### config.mk
export PLATFORM = sky130hd
export DESIGN_NAME = dram_refresh_control
export DESIGN_NICKNAME = d
export VERILOG_FILES = /design/src/refresh_pkg.sv /design/src/dram_refresh_control.sv /design/src/refresh_timer.sv
export SDC_FILE = /design/constraint.sdc
export NUM_CORES = 1
export LEC_CHECK = 0
export BUFFER_PORTS_ARGS = -buffer_cell sky130_fd_sc_hd__buf_2
export CORE_MARGIN = 2
export CORE_UTILIZATION = 30
export CTS_CLUSTER_DIAMETER = 30
export DETAILED_ROUTE_END_ITERATION = 10
export GPL_ROUTABILITY_DRIVEN = 1
export GPL_TIMING_DRIVEN = 1
export SLEW_MARGIN = 20
export SYNTH_ARGS = -nofsm -noshare
export SYNTH_HDL_FRONTEND = slang
export SYNTH_SLANG_ARGS = --single-unit
### constraint.sdc
create_clock -name clk -period 1.7 [get_ports clk]
set_input_delay 0.085 -clock clk [delete_from_list [all_inputs] [get_ports clk]]
set_output_delay 0.085 -clock clk [all_outputs]
set_load 0.01 [all_outputs]
### src/refresh_pkg.sv
package refresh_pkg;
  localparam logic [7:0] mode_reset = 8'hFC;
  localparam int bit_int_lo = 0;
  localparam int bit_wait_lo = 2;
  localparam int bit_auto = 4;
  localparam int bit_halt = 5;
  localparam int bit_hold = 6;
  localparam int bit_level = 7;
  localparam int tap_base = 4;
  localparam int row_width = 9;
  localparam int addr_width = 20;
  localparam int tb_width = 8;
  localparam int hold_min_clk = 3;
  localparam logic [1:0] wait_two = 2'h2;

  typedef enum logic [2:0] {
    st_run = 3'h0,
    st_ack = 3'h1,
    st_hold = 3'h3,
    st_drop = 3'h2,
    st_refr = 3'h6,
    st_wait = 3'h7,
    st_rel = 3'h5
  } state_type;
endpackage

### src/dram_refresh_control.sv
`timescale 1ns/1ps
`default_nettype none
module dram_refresh_control
  import refresh_pkg::*;
#(
  parameter int row_bits = row_width
) (
  // Clock and reset
  input wire logic clk,
  input wire logic nrst,
  // Register access, byte or single bit
  input wire logic reg_write,
  input wire logic reg_bit_mode,
  input wire logic [2:0] reg_bit_sel,
  input wire logic [7:0] reg_wdata,
  output logic [7:0] reg_rdata,
  // Processor status
  input wire logic halted,
  input wire logic stopped,
  input wire logic intak_active,
  input wire logic bus_lock_prefix,
  input wire logic bus_idle,
  input wire logic ready_wait,
  // Bus hold
  input wire logic hold_request,
  output logic hold_acknowledge_n,
  // Refresh cycle outputs
  output logic refresh_active,
  output logic refresh_request_n,
  output logic refresh_request_oe,
  output logic memory_request_n,
  output logic memory_strobe_n,
  output logic io_strobe_n,
  output logic [addr_width-1:0] addr_out
);
  logic [6:0] ctl_q;
  logic slave_lv_q;
  logic master_lv_q;
  logic [row_bits-1:0] row_q;
  logic [1:0] wcnt_q;
  logic pend_q;
  logic [2:0] ack_q;
  logic tick;
  logic auto_en;
  logic refr_ok;
  logic [7:0] wmask;
  logic [7:0] wval;
  logic [7:0] cur;
  logic [1:0] waits;
  state_type st_q;
  state_type st_d;

  // ------------------------------------------------------------
  // Register
  // ------------------------------------------------------------
  assign cur = {slave_lv_q, ctl_q};
  assign wmask = reg_bit_mode ? 8'(8'h01 << reg_bit_sel) : 8'hFF;
  assign wval = (cur & ~wmask) | (reg_wdata & wmask);
  assign reg_rdata = {master_lv_q, ctl_q};
  assign auto_en = ctl_q[bit_auto];
  assign waits = ctl_q[bit_wait_lo+1:bit_wait_lo];

  always_ff @(posedge clk or negedge nrst) begin
    if (!nrst) begin
      ctl_q <= mode_reset[6:0];
      slave_lv_q <= mode_reset[bit_level];
      master_lv_q <= mode_reset[bit_level];
    end else begin
      if (reg_write) begin
        ctl_q <= wval[6:0];
        slave_lv_q <= wval[bit_level];
      end
      if (tick) begin
        master_lv_q <= slave_lv_q;
      end
    end
  end

  refresh_timer #(
    .width(tb_width)
  ) refresh_timer_i (
    .clk(clk),
    .nrst(nrst),
    .sel(ctl_q[bit_int_lo+1:bit_int_lo]),
    .tick(tick)
  );

  // ------------------------------------------------------------
  // Sequencer
  // ------------------------------------------------------------
  // Pending timing kept until served, so a busy bus only delays it
  assign refr_ok = auto_en && !ready_wait && bus_idle && !stopped
    && (!halted || ctl_q[bit_halt]);

  always_comb begin
    st_d = st_q;
    case (st_q)
      st_run: begin
        if (pend_q && refr_ok) begin
          st_d = st_refr;
        end else if (hold_request && !intak_active && !bus_lock_prefix
                     && !stopped && bus_idle) begin
          st_d = st_ack;
        end
      end
      st_ack: st_d = (ack_q >= 3'(hold_min_clk - 1)) ? st_hold : st_ack;
      st_hold: begin
        if (!hold_request) begin
          st_d = st_rel;
        end else if (pend_q && auto_en && ctl_q[bit_hold]) begin
          st_d = st_drop;
        end
      end
      st_drop: st_d = hold_request ? st_drop : st_refr;
      st_refr: st_d = (waits == 2'h0) ? st_rel : st_wait;
      st_wait: begin
        if (wcnt_q == 2'h1 || (waits == 2'h1)) begin
          st_d = st_rel;
        end
      end
      st_rel: st_d = st_run;
      default: st_d = st_run;
    endcase
  end

  always_ff @(posedge clk or negedge nrst) begin
    if (!nrst) begin
      st_q <= st_run;
      pend_q <= 1'b0;
      row_q <= '0;
      wcnt_q <= 2'h0;
      ack_q <= 3'h0;
    end else begin
      st_q <= st_d;
      // Set wins over service clear
      if (tick && auto_en) begin
        pend_q <= 1'b1;
      end else if (st_q == st_refr) begin
        pend_q <= 1'b0;
      end
      if (st_q == st_refr) begin
        row_q <= row_q + row_bits'(1);
        wcnt_q <= (waits >= wait_two) ? 2'h0 : 2'h1;
      end else if (st_q == st_wait) begin
        wcnt_q <= wcnt_q + 2'h1;
      end
      ack_q <= (st_q == st_ack) ? ack_q + 3'h1 : 3'h0;
    end
  end

  // ------------------------------------------------------------
  // Outputs
  // ------------------------------------------------------------
  assign refresh_active = (st_q == st_refr) || (st_q == st_wait);
  assign hold_acknowledge_n = !(st_q == st_hold);
  assign memory_request_n = 1'b1;
  assign memory_strobe_n = 1'b1;
  assign io_strobe_n = 1'b1;
  assign addr_out = refresh_active ?
    {(addr_width - row_bits)'(0), row_q} : '0;
  // Low when level 0, high when level 1 and off, else pulse
  assign refresh_request_n = master_lv_q &&
    !(auto_en && refresh_active);
  // Pin floats in reset and while the bus is lent out
  assign refresh_request_oe = nrst && st_q != st_hold;

  // ------------------------------------------------------------
  // Checks
  // ------------------------------------------------------------
  hold_min_a: assert property (@(posedge clk) disable iff (!nrst)
    $rose(hold_request) && st_q == st_run |-> ##1 hold_acknowledge_n [*2])
    else $error("hold ack too early");
  hold_max_a: assert property (@(posedge clk) disable iff (!nrst)
    st_q == st_ack |-> ##[1:4] st_q == st_hold)
    else $error("hold ack late");
  lock_block_a: assert property (@(posedge clk) disable iff (!nrst)
    st_q == st_run && bus_lock_prefix && !pend_q |=> st_q != st_ack)
    else $error("hold during lock");
  intak_block_a: assert property (@(posedge clk) disable iff (!nrst)
    st_q == st_run && intak_active |=> st_q != st_ack)
    else $error("hold during intak");
  stop_block_a: assert property (@(posedge clk) disable iff (!nrst)
    st_q == st_run && stopped |=> st_q == st_run)
    else $error("bus moved in stop");
  write_land_a: assert property (@(posedge clk) disable iff (!nrst)
    reg_write && !reg_bit_mode |=> reg_rdata[6:0] == $past(reg_wdata[6:0]))
    else $error("byte write lost");
  wait_none_a: assert property (@(posedge clk) disable iff (!nrst)
    st_q == st_refr && waits == 2'h0 |=> !refresh_active)
    else $error("extra refresh wait");
  auto_off_a: assert property (@(posedge clk) disable iff (!nrst)
    !auto_en && st_q == st_run |=> !refresh_active)
    else $error("refresh while disabled");
  halt_off_a: assert property (@(posedge clk) disable iff (!nrst)
    halted && !ctl_q[bit_halt] && st_q == st_run |=> !refresh_active)
    else $error("halt refresh disallowed");
  hold_force_a: assert property (@(posedge clk) disable iff (!nrst)
    st_q == st_hold && pend_q && auto_en && ctl_q[bit_hold]
    |=> hold_acknowledge_n)
    else $error("ack not forced high");
  pin_low_a: assert property (@(posedge clk) disable iff (!nrst)
    !master_lv_q |-> !refresh_request_n)
    else $error("pin not low");
  pin_high_a: assert property (@(posedge clk) disable iff (!nrst)
    master_lv_q && !auto_en |-> refresh_request_n)
    else $error("pin not high");
  pulse_out_a: assert property (@(posedge clk) disable iff (!nrst)
    refresh_active && auto_en |-> !refresh_request_n)
    else $error("no refresh pulse");
  level_lat_a: assert property (@(posedge clk) disable iff (!nrst)
    tick |=> reg_rdata[bit_level] == $past(slave_lv_q))
    else $error("master not loaded");
  row_addr_a: assert property (@(posedge clk) disable iff (!nrst)
    refresh_active |-> addr_out[addr_width-1:row_bits] == '0
    && addr_out[row_bits-1:0] == row_q)
    else $error("bad refresh address");
  drop_wait_a: assert property (@(posedge clk) disable iff (!nrst)
    st_q == st_drop && hold_request |=> !refresh_active)
    else $error("refresh before release");
  ready_block_a: assert property (@(posedge clk) disable iff (!nrst)
    ready_wait && st_q == st_run |=> st_q != st_refr)
    else $error("refresh in ready wait");
  row_step_a: assert property (@(posedge clk) disable iff (!nrst)
    st_q == st_refr |=> row_q == $past(row_q) + row_bits'(1))
    else $error("row not advanced");
endmodule
`default_nettype wire

### src/refresh_timer.sv
`timescale 1ns/1ps
`default_nettype none
module refresh_timer
  import refresh_pkg::*;
#(
  parameter int width = tb_width
) (
  // Clock and reset
  input wire logic clk,
  input wire logic nrst,
  // Tap select
  input wire logic [1:0] sel,
  output logic tick
);
  logic [width-1:0] cnt_q;
  logic [width-1:0] mask;

  // Tap 3 to 6 gives period 2^(4+sel)
  assign mask = width'((1 << (tap_base + int'(sel))) - 1);
  assign tick = (cnt_q & mask) == mask;

  always_ff @(posedge clk or negedge nrst) begin
    if (!nrst) begin
      cnt_q <= '0;
    end else begin
      cnt_q <= cnt_q + width'(1);
    end
  end
endmodule
`default_nettype wire

==> results_dict.tcl <==
set metrics [dict create \
    clk_latency_ps 280 \
    grt_pass1_wl_mm 5.96 \
    yosys_warnings 0 \
    crit_path_end_kind "output port" \
    first_pass_iters 4 \
    place.port_buffers 42 \
    fin_ws_ps 163 \
    start_kind "flop" \
    synth-adder-area-share_pct 3.46 \
    cts.sinks 34 \
    power_density_nw_per_um2 1140 \
    cp_slowest_stage_delay_ps 500 \
    root_buffer "clkbuf_8" \
    rows 28 \
    place_congestion 0.780 \
    dpl.hpwl_mm 2.73 \
    numPlacedInstances 285 \
    worst-setup-path-type "flop to output port" \
    async_flop_share_pct 100 \
    report.final.slew_viol_count 0 \
    cap_viol_max_count 0 \
    maxClockFrequency_ghz 0.651 \
    hp-class "input port to flop" \
    postRouteAntennaNets 0 \
    synth-edff-count 0 \
    start_util_pct 30.8 \
    place_ws_ps 188 \
    crit_path_max_fanout 15 \
    worst-path-buf-inv 2 \
    grt_use_total_pct 11.7 \
    h-tree-depth 2 \
    area_growth_pct 18.9 \
    synth-seq-cells 34 \
    avgViaCountPerCell 4.63 \
    drt_iter0_drc 83 \
    antenna_cells 0 \
    clkTransAtPathRegs_ps 70 \
    dieArea_sq_um 6670 \
    final_cell_mix "42 x buf_2, 26 x dfrtp_1, 17 x nand2_1" \
    setup_viol 0 \
    synth_top_flop_cell "dfrtp_1" \
    ios 57 \
    yosysSeqAreaShare_pct 47.5 \
    numCtsBuffers 5 \
    rsz0062_at_grt "no" \
    synth_cells 174 \
    routed_wl_mm 3.56 \
    ys_types 34 \
    max-vdd-ir-drop_mv 0.534 \
    drc 0 \
    worstPathArrival_ps 1450 \
    cts_tree "built" \
    cp_top_family "flip-flops" \
    num-fill-cells 603 \
    layoutNonFillerInstCount 294 \
    syn_avg_cell_area_sq_um 10.4 \
    wl_per_cell_microns 12.1 \
    grt_pass1_vias 1265 \
    final_nets 245 \
    grt-ovfl-total 0 \
    synth-compound-area-share_pct 8.22 \
    setup_tns_ps 0 \
    final_common_cell "buf_2" \
    die_x_microns 81.7 \
    drive_above_1_share_pct 33.8 \
    synth_xor_area_share_pct 7.26 \
    crit_slowest_cell "dfrtp_2" \
    synthesis.area_sq_um 1810 \
    antenna_found_initial 0 \
    final-hold-violation-count 0 \
    p_leak_nw 1.10 \
    cts_buffer_depth 2 \
    final.min_clock_period_ps 1540 \
    skew_ps 9.03 \
    crit_chain "nand2_1 > inv_1 > a21boi_0 > buf_2" \
    synth-simple-area-share_pct 17.0 \
    fp.dieH_microns 81.7 \
    vias 1361 \
    fin_crit_sh_pct 90.4 \
    synth_mux_area_share_pct 6.84 \
    critPathRequiredTime_ps 1620 \
    status "completed" \
    grt_max_degree 35 \
    synth_top_family_by_area "simple AND/OR/NAND/NOR gates" \
    coreArea_sq_um 5890 \
]
-- final timing paths --
kind	from	endpoint	slack, ps	cells after the start
worst max-delay path	st_q[2]	refresh_request_n	160	4
worst min-delay path	reg_wdata[2]	flop	30	2
worst max register to register	refresh_timer_i.cnt_q[0]	master_lv_q	250	4
worst min register to register	refresh_timer_i.cnt_q[0]	refresh_timer_i.cnt_q[0]	450	1
max in group asynchronous	nrst	async pin	980	3
min in group asynchronous	nrst	row_q[8]	380	3
-- cell families after synthesis --
kind of cell | count (synthesis)
AO/OA/AOI/OAI | 22
XOR/XNOR | 15
adder cells (fa/ha/maj) | 5
buffers and inverters | 28
flip-flops | 34
multiplexers | 11
other | 2
AND/OR/NAND/NOR | 57
-- cells in the mapped netlist, types with 2 or more instances --
library cell  instances  area share [%]
and2b_2               2            0.97
nor2b_1               2            0.69
o21ai_0              11             3.0
nand4b_1              2            0.97
conb_1                2            0.41
nand2b_1              2            0.69
o31ai_1               2            0.83
dfrtp_1              27              37
nand2_1              17             3.5
buf_4                17             7.0
nor3_1                5             1.4
dfstp_2               7              10
inv_1                 8             1.7
mux2_2               11             6.8
nor2_1                4            0.83
a22o_1                2            0.97
xor2_1                7             3.4
xnor2_1               8             3.9
nand3_1               8             2.2
clkbuf_1              3            0.62
ha_1                  5             3.5
and3_1               10             3.5
-- stage by stage --
stage | power (mW) | hold slack (ps) | area, sq um | utilization (%)
after floorplan | 1.57 | -211 | 1860 | -
after global placement | 1.72 | 179 | 2040 | 34.6
after detailed placement | 1.74 | 179 | 2040 | 34.6
final | 2.44 | 32.7 | 2150 | 36.6
after global routing | 2.64 | 23.8 | 2150 | 36.6
after CTS | 2.48 | 22.7 | 2150 | 36.6
-- power breakdown --
group | switching, mW | total, mW | internal, mW
Clock | 0.283 | 0.722 | 0.439
Combinational | 0.288 | 0.564 | 0.277
Sequential | 0.179 | 1.16 | 0.979
-- what timing repair did --
action                                  in CTS  in global routing
endpoints found under the setup margin       0                  1
buffers inserted                             0                  0
gates resized for setup                      0                  1
hold endpoints to repair                    27                  0
hold buffers                                 1                  0
-- cell type report --
cell class	instances	area, sq um	area share, %
inverter	8	30.0	1.39
clock buffer	7	76.3	3.54
tap	75	93.8	4.36
multi-input combinational	124	827	38.4
sequential	34	861	40.0
timing repair buffer	45	235	10.9
clock inverter	1	30.0	1.39
-- layer usage --
metal	GRT usage (%)	vias to the layer above	wire length, microns	part of all wire (%)
met4	3.00	0	32	0.90
li1	-	653	-	-
met5	0	-	0	0
met2	19.3	46	1710	48
met3	3.30	5	212	6.0
met1	15.1	657	1600	45
Power figures use the tool's default switching activity.
